File: src/camseq_regs.svh
// register offsets, field positions, reset values and counts of the cam step sequencer
`ifndef CAMSEQ_REGS_SVH
`define CAMSEQ_REGS_SVH

// ----------------------------------------
// register offsets (byte addresses)
// ----------------------------------------
`define CAMSEQ_OFS_CTRL     8'h00
`define CAMSEQ_OFS_STATUS   8'h04
`define CAMSEQ_OFS_TAB_IDX  8'h08
`define CAMSEQ_OFS_TAB_DATA 8'h0C

// ----------------------------------------
// control register fields
// ----------------------------------------
`define CAMSEQ_CTRL_STEPS_LSB 0
`define CAMSEQ_CTRL_STEPS_MSB 5
`define CAMSEQ_CTRL_LOCK_BIT  8
`define CAMSEQ_CTRL_LATCH_BIT 9
`define CAMSEQ_CTRL_CFWD_BIT  10
`define CAMSEQ_CTRL_CREV_BIT  11
`define CAMSEQ_CTRL_CRST_BIT  12

// ----------------------------------------
// status register fields
// ----------------------------------------
`define CAMSEQ_STAT_POS_LSB   0
`define CAMSEQ_STAT_POS_MSB   5
`define CAMSEQ_STAT_OUT_LSB   8
`define CAMSEQ_STAT_OUT_MSB   15
`define CAMSEQ_STAT_RST_BIT   16
`define CAMSEQ_STAT_REJ_BIT   17
`define CAMSEQ_STAT_DIR_BIT   18

// ----------------------------------------
// reset values and counts
// ----------------------------------------
`define CAMSEQ_MAX_STEPS      50
`define CAMSEQ_RST_STEPS      6'h32
`define CAMSEQ_RST_POS        6'h01
`define CAMSEQ_RST_CONN       3'h7
`define CAMSEQ_RST_IDX        6'h01

`endif

File: src/camseq_pkg.sv
// types shared by the cam step sequencer files
package camseq_pkg;

    // front-panel step edit request
    typedef struct packed {
        logic       wr;
        logic [5:0] step;
        logic [7:0] pattern;
    } camseq_panel_t;

    // register bus request
    typedef struct packed {
        logic        wr;
        logic        rd;
        logic [7:0]  addr;
        logic [31:0] wdata;
    } camseq_bus_t;

    // step command decoded for one execution cycle
    typedef enum logic [1:0] {
        CAMSEQ_HOLD = 2'b00,
        CAMSEQ_FWD  = 2'b01,
        CAMSEQ_REV  = 2'b10,
        CAMSEQ_INIT = 2'b11
    } camseq_cmd_t;

endpackage

File: src/camseq_sync.sv
// two-stage synchroniser for pin inputs
`timescale 1ns/1ps
`default_nettype none

module camseq_sync #(
    parameter int WIDTH = 3
) (
    // clock and reset
    input  wire logic             clk_sys_i,
    input  wire logic             nrst_i,
    // data
    input  wire logic [WIDTH-1:0] async_i,
    output logic      [WIDTH-1:0] sync_o
);

    logic [WIDTH-1:0] meta_reg;

    always_ff @(posedge clk_sys_i or negedge nrst_i) begin
        if (!nrst_i) begin
            meta_reg <= '0;
            sync_o   <= '0;
        end else begin
            meta_reg <= async_i;
            sync_o   <= meta_reg;
        end
    end

endmodule // camseq_sync

`default_nettype wire

File: src/camseq_mem.sv
// pattern table: one write port, two registered write-first read ports
`timescale 1ns/1ps
`default_nettype none

module camseq_mem #(
    parameter int DEPTH = 50,
    parameter int WIDTH = 8,
    parameter int AW    = 6
) (
    // clock and reset
    input  wire logic             clk_sys_i,
    input  wire logic             nrst_i,
    // write port
    input  wire logic             we_i,
    input  wire logic [AW-1:0]    waddr_i,
    input  wire logic [WIDTH-1:0] wdata_i,
    // read ports
    input  wire logic [AW-1:0]    raddr_a_i,
    output logic      [WIDTH-1:0] rdata_a_o,
    input  wire logic [AW-1:0]    raddr_b_i,
    output logic      [WIDTH-1:0] rdata_b_o
);

    logic [WIDTH-1:0] mem_reg [DEPTH];

    wire hit_a = we_i && (waddr_i == raddr_a_i);
    wire hit_b = we_i && (waddr_i == raddr_b_i);

    always_ff @(posedge clk_sys_i or negedge nrst_i) begin
        if (!nrst_i) begin
            for (int i = 0; i < DEPTH; i++) begin
                mem_reg[i] <= '0;
            end
            rdata_a_o <= '0;
            rdata_b_o <= '0;
        end else begin
            if (we_i && (int'(waddr_i) < DEPTH)) begin
                mem_reg[waddr_i] <= wdata_i;
            end
            rdata_a_o <= hit_a ? wdata_i : mem_reg[raddr_a_i];
            rdata_b_o <= hit_b ? wdata_i : mem_reg[raddr_b_i];
        end
    end

endmodule // camseq_mem

`default_nettype wire

File: src/camseq_top.sv
// cam step sequencer: up/down step counter driving eight cam outputs from a table
// register map
// 0x00 control: [5:0] steps, [8] lock, [9] latching
// 0x00 control: [12:10] reset, reverse, forward connected
// 0x04 status: [5:0] position, [15:8] cam outputs
// 0x04 status: [16] reset level, [17] refused, [18] direction
// 0x04 status: writing one to bit 17 clears it
// 0x08 table index: [5:0] step number, 1 to 50
// 0x0C table data: [7:0] pattern of the indexed step
// defaults: 50 steps, unlocked, not latching, all connected
//
// usage notes
// a refusal in the clearing cycle keeps the flag set
// bus table write beats a same-cycle panel edit
// reset pin acts every clock, edges only on ticks
// warm start returns to step one unless latching
// a position above a lowered count wraps on forward
`timescale 1ns/1ps
`default_nettype none

`include "camseq_regs.svh"

module camseq_top
    import camseq_pkg::*;
#(
    parameter int MAX_STEPS = `CAMSEQ_MAX_STEPS,
    parameter int OUT_W     = 8
) (
    // clock and reset
    input  wire logic                clk_sys_i,
    input  wire logic                nrst_i,
    // program execution cycle
    input  wire logic                cycle_tick_i,
    input  wire logic                warm_start_i,
    // cam control pins
    input  wire logic                fwd_i,
    input  wire logic                rev_i,
    input  wire logic                cam_rst_i,
    // front-panel edit path
    input  wire camseq_panel_t       panel_i,
    output logic                     panel_ack_o,
    output logic                     panel_rej_o,
    // register port
    input  wire camseq_bus_t         bus_i,
    output logic      [31:0]         rdata_o,
    // cam results
    output logic      [OUT_W-1:0]    cam_out_o,
    output logic      [5:0]          position_o
);

    // ----------------------------------------
    // helpers
    // ----------------------------------------
    // step number within 1 to the table depth
    function automatic logic step_ok(input logic [5:0] s);
        return (s != 6'h00) && (int'(s) <= MAX_STEPS);
    endfunction

    // table address of a step number
    function automatic logic [5:0] step_addr(input logic [5:0] s);
        return s - 6'h01;
    endfunction

    // ----------------------------------------
    // pin synchronisers
    // ----------------------------------------
    // pins cross into this clock through two flops
    logic [2:0] pins_sync;

    camseq_sync #(
        .WIDTH (3)
    ) u_sync (
        .clk_sys_i (clk_sys_i),
        .nrst_i    (nrst_i),
        .async_i   ({cam_rst_i, rev_i, fwd_i}),
        .sync_o    (pins_sync)
    );

    // ----------------------------------------
    // registers
    // ----------------------------------------
    // configuration
    logic [5:0]  steps_reg;
    logic [5:0]  steps_next;
    logic        lock_reg;
    logic        lock_next;
    logic        latch_reg;
    logic        latch_next;
    logic [2:0]  conn_reg;
    logic [2:0]  conn_next;
    logic [5:0]  idx_reg;
    logic [5:0]  idx_next;

    // stepping
    logic [5:0]  pos_reg;
    logic [5:0]  pos_next;
    logic        dir_reg;
    logic        dir_next;

    // pin history
    logic        fwd_prev_reg;
    logic        fwd_prev_next;
    logic        rev_prev_reg;
    logic        rev_prev_next;

    // panel refusal and read data
    logic        rej_reg;
    logic        rej_next;
    logic [31:0] rdata_next;

    // ----------------------------------------
    // bus decode
    // ----------------------------------------
    // unmapped addresses select nothing
    wire sel_ctrl = bus_i.addr == `CAMSEQ_OFS_CTRL;
    wire sel_stat = bus_i.addr == `CAMSEQ_OFS_STATUS;
    wire sel_idx  = bus_i.addr == `CAMSEQ_OFS_TAB_IDX;
    wire sel_data = bus_i.addr == `CAMSEQ_OFS_TAB_DATA;

    wire wr_ctrl  = bus_i.wr && sel_ctrl;
    wire wr_stat  = bus_i.wr && sel_stat;
    wire wr_idx   = bus_i.wr && sel_idx;
    wire wr_data  = bus_i.wr && sel_data;

    wire [5:0] wr_steps = bus_i.wdata[`CAMSEQ_CTRL_STEPS_MSB:`CAMSEQ_CTRL_STEPS_LSB];
    wire [5:0] wr_idxv  = bus_i.wdata[5:0];

    // ----------------------------------------
    // configuration
    // ----------------------------------------
    // out-of-range step counts are ignored, the old count stays
    assign steps_next = (wr_ctrl && step_ok(wr_steps)) ? wr_steps : steps_reg;
    assign lock_next  = wr_ctrl ? bus_i.wdata[`CAMSEQ_CTRL_LOCK_BIT]  : lock_reg;
    assign latch_next = wr_ctrl ? bus_i.wdata[`CAMSEQ_CTRL_LATCH_BIT] : latch_reg;
    assign conn_next  = wr_ctrl ? {bus_i.wdata[`CAMSEQ_CTRL_CRST_BIT],
                                   bus_i.wdata[`CAMSEQ_CTRL_CREV_BIT],
                                   bus_i.wdata[`CAMSEQ_CTRL_CFWD_BIT]} : conn_reg;
    assign idx_next   = (wr_idx && step_ok(wr_idxv)) ? wr_idxv : idx_reg;

    // ----------------------------------------
    // input conditioning
    // ----------------------------------------
    // an unconnected input is forced inactive
    wire fwd_lvl = pins_sync[0] && conn_reg[0];
    wire rev_lvl = pins_sync[1] && conn_reg[1];
    wire rst_lvl = pins_sync[2] && conn_reg[2];

    // history moves only once per execution cycle
    assign fwd_prev_next = cycle_tick_i ? fwd_lvl : fwd_prev_reg;
    assign rev_prev_next = cycle_tick_i ? rev_lvl : rev_prev_reg;

    wire fwd_rise = cycle_tick_i && fwd_lvl && !fwd_prev_reg;
    wire rev_rise = cycle_tick_i && rev_lvl && !rev_prev_reg;

    // ----------------------------------------
    // step command
    // ----------------------------------------
    wire power_init = warm_start_i && !latch_reg;

    camseq_cmd_t cmd;

    // reset and unlatched power return beat both edges, forward beats reverse
    assign cmd = (rst_lvl || power_init) ? CAMSEQ_INIT :
                 fwd_rise                ? CAMSEQ_FWD  :
                 rev_rise                ? CAMSEQ_REV  :
                                           CAMSEQ_HOLD;

    // at or above the count, so a lowered count still wraps
    wire at_max = pos_reg >= steps_reg;
    wire at_one = pos_reg <= `CAMSEQ_RST_POS;

    wire [5:0] pos_inc = at_max ? `CAMSEQ_RST_POS : pos_reg + 6'h01;
    wire [5:0] pos_dec = at_one ? steps_reg : pos_reg - 6'h01;

    always_comb begin
        unique case (cmd)
            CAMSEQ_INIT: pos_next = `CAMSEQ_RST_POS;
            CAMSEQ_FWD:  pos_next = pos_inc;
            CAMSEQ_REV:  pos_next = pos_dec;
            CAMSEQ_HOLD: pos_next = pos_reg;
        endcase
    end

    assign dir_next = (cmd == CAMSEQ_FWD) ? 1'b1 :
                      (cmd == CAMSEQ_REV) ? 1'b0 : dir_reg;

    // ----------------------------------------
    // front-panel edits
    // ----------------------------------------
    // the panel carries a step number and pattern only, never the count
    wire panel_valid = panel_i.wr && step_ok(panel_i.step);
    // a same-cycle bus table write takes the port
    wire panel_take  = panel_valid && !lock_reg && !wr_data;

    assign panel_ack_o = panel_take;
    assign panel_rej_o = panel_i.wr && !panel_take;

    // sticky refusal flag, set wins over a write-one clear
    assign rej_next = panel_rej_o ? 1'b1 :
                      (wr_stat && bus_i.wdata[`CAMSEQ_STAT_REJ_BIT]) ? 1'b0 : rej_reg;

    // ----------------------------------------
    // pattern table
    // ----------------------------------------
    wire        tab_we    = wr_data || panel_take;
    wire [5:0]  tab_waddr = wr_data ? step_addr(idx_reg) : step_addr(panel_i.step);
    wire [7:0]  tab_wdata = wr_data ? bus_i.wdata[7:0] : panel_i.pattern;
    wire [7:0]  tab_rd;

    // reading at the next position keeps outputs in step with it
    camseq_mem #(
        .DEPTH (MAX_STEPS),
        .WIDTH (OUT_W),
        .AW    (6)
    ) u_mem (
        .clk_sys_i (clk_sys_i),
        .nrst_i    (nrst_i),
        .we_i      (tab_we),
        .waddr_i   (tab_waddr),
        .wdata_i   (tab_wdata),
        .raddr_a_i (step_addr(pos_next)),
        .rdata_a_o (cam_out_o),
        .raddr_b_i (step_addr(idx_next)),
        .rdata_b_o (tab_rd)
    );

    // ----------------------------------------
    // read data
    // ----------------------------------------
    wire [31:0] ctrl_word = {19'h00000, conn_reg[2], conn_reg[1], conn_reg[0],
                             latch_reg, lock_reg, 2'h0, steps_reg};
    wire [31:0] stat_word = {13'h0000, dir_reg, rej_reg, rst_lvl,
                             cam_out_o, 2'h0, pos_reg};

    wire [31:0] idx_word  = {26'h0000000, idx_reg};
    wire [31:0] data_word = {24'h000000, tab_rd};

    assign rdata_next = !bus_i.rd ? 32'h00000000 :
                        sel_ctrl  ? ctrl_word :
                        sel_stat  ? stat_word :
                        sel_idx   ? idx_word :
                        sel_data  ? data_word :
                                    32'h00000000;

    assign position_o = pos_reg;

    // ----------------------------------------
    // configuration state
    // ----------------------------------------
    always_ff @(posedge clk_sys_i or negedge nrst_i) begin
        if (!nrst_i) begin
            steps_reg <= `CAMSEQ_RST_STEPS;
            lock_reg  <= 1'b0;
            latch_reg <= 1'b0;
            conn_reg  <= `CAMSEQ_RST_CONN;
            idx_reg   <= `CAMSEQ_RST_IDX;
        end else begin
            steps_reg <= steps_next;
            lock_reg  <= lock_next;
            latch_reg <= latch_next;
            conn_reg  <= conn_next;
            idx_reg   <= idx_next;
        end
    end

    // ----------------------------------------
    // position
    // ----------------------------------------
    // reset value is the initial step
    always_ff @(posedge clk_sys_i or negedge nrst_i) begin
        if (!nrst_i) begin
            pos_reg <= `CAMSEQ_RST_POS;
        end else begin
            pos_reg <= pos_next;
        end
    end

    // ----------------------------------------
    // last direction
    // ----------------------------------------
    always_ff @(posedge clk_sys_i or negedge nrst_i) begin
        if (!nrst_i) begin
            dir_reg <= 1'b1;
        end else begin
            dir_reg <= dir_next;
        end
    end

    // ----------------------------------------
    // pin history
    // ----------------------------------------
    // last level seen at a tick
    always_ff @(posedge clk_sys_i or negedge nrst_i) begin
        if (!nrst_i) begin
            fwd_prev_reg <= 1'b0;
            rev_prev_reg <= 1'b0;
        end else begin
            fwd_prev_reg <= fwd_prev_next;
            rev_prev_reg <= rev_prev_next;
        end
    end

    // ----------------------------------------
    // refusal flag
    // ----------------------------------------
    always_ff @(posedge clk_sys_i or negedge nrst_i) begin
        if (!nrst_i) begin
            rej_reg <= 1'b0;
        end else begin
            rej_reg <= rej_next;
        end
    end

    // ----------------------------------------
    // read data register
    // ----------------------------------------
    // zero unless a read was strobed
    always_ff @(posedge clk_sys_i or negedge nrst_i) begin
        if (!nrst_i) begin
            rdata_o <= 32'h00000000;
        end else begin
            rdata_o <= rdata_next;
        end
    end

endmodule // camseq_top

`default_nettype wire

File: config.mk
export PLATFORM = sky130hd
export DESIGN_NAME = camseq_top
export DESIGN_NICKNAME = d
export VERILOG_FILES = /design/src/camseq_pkg.sv /design/src/camseq_sync.sv /design/src/camseq_mem.sv /design/src/camseq_top.sv
export VERILOG_INCLUDE_DIRS = /design/src /design/src/src
export SDC_FILE = /design/constraint.sdc
export NUM_CORES = 1
export LEC_CHECK = 0
export BUFFER_PORTS_ARGS = -buffer_cell sky130_fd_sc_hd__buf_2
export CAP_MARGIN = 20
export CORE_MARGIN = 3
export CORE_UTILIZATION = 55
export CTS_BUF_LIST = sky130_fd_sc_hd__clkbuf_8
export CTS_CLUSTER_SIZE = 10
export DETAILED_ROUTE_END_ITERATION = 8
export GPL_ROUTABILITY_DRIVEN = 0
export PLACE_DENSITY_LB_ADDON = 0.3
export SLEW_MARGIN = 40
export SYNTH_ARGS = -nofsm -noshare
export SYNTH_HDL_FRONTEND = slang
export SYNTH_SLANG_ARGS = --single-unit
File: constraint.sdc
create_clock -name clk_sys_i -period 8.7 [get_ports clk_sys_i]
set_input_delay 0.435 -clock clk_sys_i [delete_from_list [all_inputs] [get_ports clk_sys_i]]
set_output_delay 0.435 -clock clk_sys_i [all_outputs]
set_load 0.01 [all_outputs]
==> flow_metrics.py <==
metrics = {
    "floorplan": {
        "io_pins": 112,
        "initial_core_util": 0.5625,
        "dieArea_um2": 49550,
        "core.rowCount": 78,
        "dieWidth_um": 222.6,
        "die_y_um": 222.6,
        "coreArea_um2": 45870,
    },
    "sta": {
        "hold_viol": 0,
        "fin_skew_ns": 0.03056,
        "fin_crit_ns": 5.657,
        "tns_ns": 0,
        "fmax_mhz": 176.8,
        "setup_violations": 0,
        "rsz0062_at_grt": "false",
        "tightest_slew_ns": 0.9378,
        "report.final.slew_viol_count": 0,
        "slew_headroom": 0.3695,
        "finalCritPeriodShare": 0.6502,
    },
    "status": {
        "outcome": "finished clean",
    },
    "critical_path": {
        "reg2regPathDepth": 14,
        "crit_arrival_ns": 6.22,
        "reg2reg_to": "u_mem.rdata_a_o[4]",
        "crit_required_ns": 9.26,
        "end_kind": "flop",
        "crit_type": "reg2reg",
        "r2r_start": "position_o[0]",
        "start_kind": "flop",
        "startpoint": "position_o[0]",
        "crit_fanout": 41,
        "reg2reg_slack_ns": 3.04,
    },
    "synth": {
        "syn_area_per_cell_um2": 9.766,
        "synth_compound_area_frac": 0.1697,
        "synth_fa_ha_area_frac": 0.005819,
        "synth_top_family_by_area": "compound AO/OA/AOI/OAI gates",
        "synth-simple-area-share": 0.1554,
        "muxShareOfSynthArea": 0.1583,
        "synthCells": 2642,
        "ys.flop_type": "dfrtp_1",
        "synth_edf_count": 0,
        "ys_seq_elements": 468,
        "synth_xor_area_frac": 0.01164,
        "synth.cell_area_um2": 25800,
        "synthArstFlopShare": 1.000,
        "synth_cell_type_count": 80,
        "ys_warn_count": 0,
        "yosysSeqAreaShare": 0.4543,
    },
    "clocking": {
        "cts-root-buf": "clkbuf_8",
        "htree_levels": 3,
        "clockBufferDepth": 3,
        "cts.sinks": 468,
        "cts_made_buffers": 79,
        "cts_tree": "yes",
        "postCtsSetupBuffers": 0,
        "cts_hold_buf": 10,
        "worstSkewPairLatency_ns": 0.68,
        "cts_resized": 0,
        "clkTransAtPathRegs_ns": 0.06,
    },
    "route": {
        "wl_per_cell_um": 23.98,
        "vias": 21970,
        "viasPerCell": 6.638,
        "drtAntennaViolNets": 0,
        "wl_mm": 79.39,
        "remaining_drc_errors": 0,
        "first_pass_iters": 5,
        "drtIter0Drc": 3151,
    },
    "grt": {
        "grtUsageMet3": 0.07795,
        "use_met2": 0.4774,
        "grt_max_degree": 156,
        "grt_pass1_vias": 21070,
        "antenna_found_initial": 0,
        "use_met1": 0.4365,
        "top_usage_layer": "met2",
        "grt_pass1_wl_mm": 122.8,
        "grt-ovfl-total": 0,
        "track_usage": 0.3178,
    },
    "run": {
        "maxCapViolCount": 0,
    },
    "min_path": {
        "hold_start": "bus_i[40]",
        "min_to": "rdata_o[16]",
        "hold_class": "in2reg",
        "hold_depth": 3,
    },
    "layout": {
        "layout-drive-gt1-share": 0.1742,
        "largest_register_ff_count": 400,
        "final_nets": 2721,
        "area_growth_pct": 10.16,
        "final_cell_area_um2": 28420,
    },
    "place": {
        "io_buffers": 80,
        "place_hpwl_mm": 51.66,
        "placed_area_um2": 26580,
    },
    "power": {
        "ir_drop_mv": 0.1907,
        "power_leakage_uw": 0.01257,
        "p_per_area_nw_per_um2": 221.7,
    },
}
-- stage by stage --
step           instances  setup slack, ns  hold slack (ns)  utilization  power (uW)
2_1_floorplan       2654            3.785           0.1394            -        3774
3_3_place_gp        3151            3.170           0.3354       0.5776        4166
3_5_place_dp        3151            2.966           0.3434       0.5794        4253
4_1_cts             3306            3.060          0.01012       0.6176        6289
5_1_grt             3309            2.826          0.06305       0.6196        6592
6_report            3310            3.043          0.05251       0.6197        6302
-- where the power goes --
| part | leakage, uW | switching (uW) | internal [uW] |
|---|---|---|---|
| Clock | 0.000943 | 932 | 1100 |
| Sequential | 0.00618 | 328 | 2570 |
| Combinational | 0.00545 | 760 | 604 |
-- synth_stat cells (all sizes together), types with 6 or more instances --
master,count,area (um^2)
mux2i,87,870.8
a211o,12,105.1
clkbuf,164,615.6
and2,19,118.9
a211oi,61,467.9
a311o,8,80.08
mux4,135,3040
inv,26,97.59
o21a,6,45.04
nor2b,6,37.54
nand2,486,1841
and3,26,162.7
dfstp,9,236.5
nand3,40,200.2
o221ai,20,175.2
a21boi,7,52.55
mux2,15,172.7
nor2,214,810.8
a221oi,6,52.55
ha,12,150.1
o211a,6,60.06
nor3b,19,142.6
o22ai,25,156.4
nor3,61,310.3
o31ai,13,117.6
a311oi,15,131.4
nand4,11,68.82
a31oi,10,62.56
dfrtp,459,11490
a32oi,7,61.31
nor4,7,80.07
or4,6,48.80
a21oi,193,988.4
o21ai,281,1406
o211ai,18,135.1
buf,65,434.2
xnor2,25,237.7
-- cell type report --
cell class              count  area (um^2)
well taps                 600        750.7
fillers                  3640        17440
clock inverters            41        221.5
inverters                  27        103.9
repair buffers            139        950.9
diodes                      1        2.502
multi-input cells        1930        13240
flip-flops and latches    468        11720
clock buffers             104         1431
-- placed cells by master (no fill, tap or decap), drive strengths merged, types with 87 or more instances in the layout --
master and n:
nand2 486, dfrtp 459, o21ai 281, nor2 214, a21oi 193, mux4 135, buf 129, clkbuf 104
mux2i 87
-- cells by family after synthesis --
| logic type | Yosys count |
|---|---|
| other | 1 |
| multiplexers | 237 |
| AO/OA/AOI/OAI | 718 |
| AND/OR/NAND/NOR | 920 |
| XOR/XNOR | 30 |
| flip-flops | 468 |
| adder cells (fa/ha/maj) | 12 |
| buffers and inverters | 256 |
-- critical path, cell delays in order (launching register included) --
cell and delay [ns]:
dfstp_2 0.68, inv_1 0.11, ha_1 0.27, o21ba_2 0.25, a311oi_1 0.29, a211oi_1 0.13
a21oi_4 0.15, clkinv_1 0.65, ha_4 1.05, mux4_2 0.37, a211oi_1 0.06, mux2_2 0.32
o31ai_1 0.76, o211ai_1 0.18, mux2i_1 0.26
-- metal layers --
layer	share of wire	wire length, um
met1	0.39	30620
met2	0.45	35810
met3	0.11	9007
met4	0.050	3957
met5	0	0
-- worst max path at each step --
stage                     cells after the start            endpoint
after global placement                       14  u_mem.rdata_a_o[4]
after detailed placement                     14  u_mem.mem_reg[342]
after floorplan                              21  u_mem.rdata_b_o[7]
final                                        14  u_mem.rdata_a_o[4]
after global routing                         14  u_mem.rdata_a_o[3]
after CTS                                    14  u_mem.rdata_a_o[3]
(Power assumes the default switching activity.)
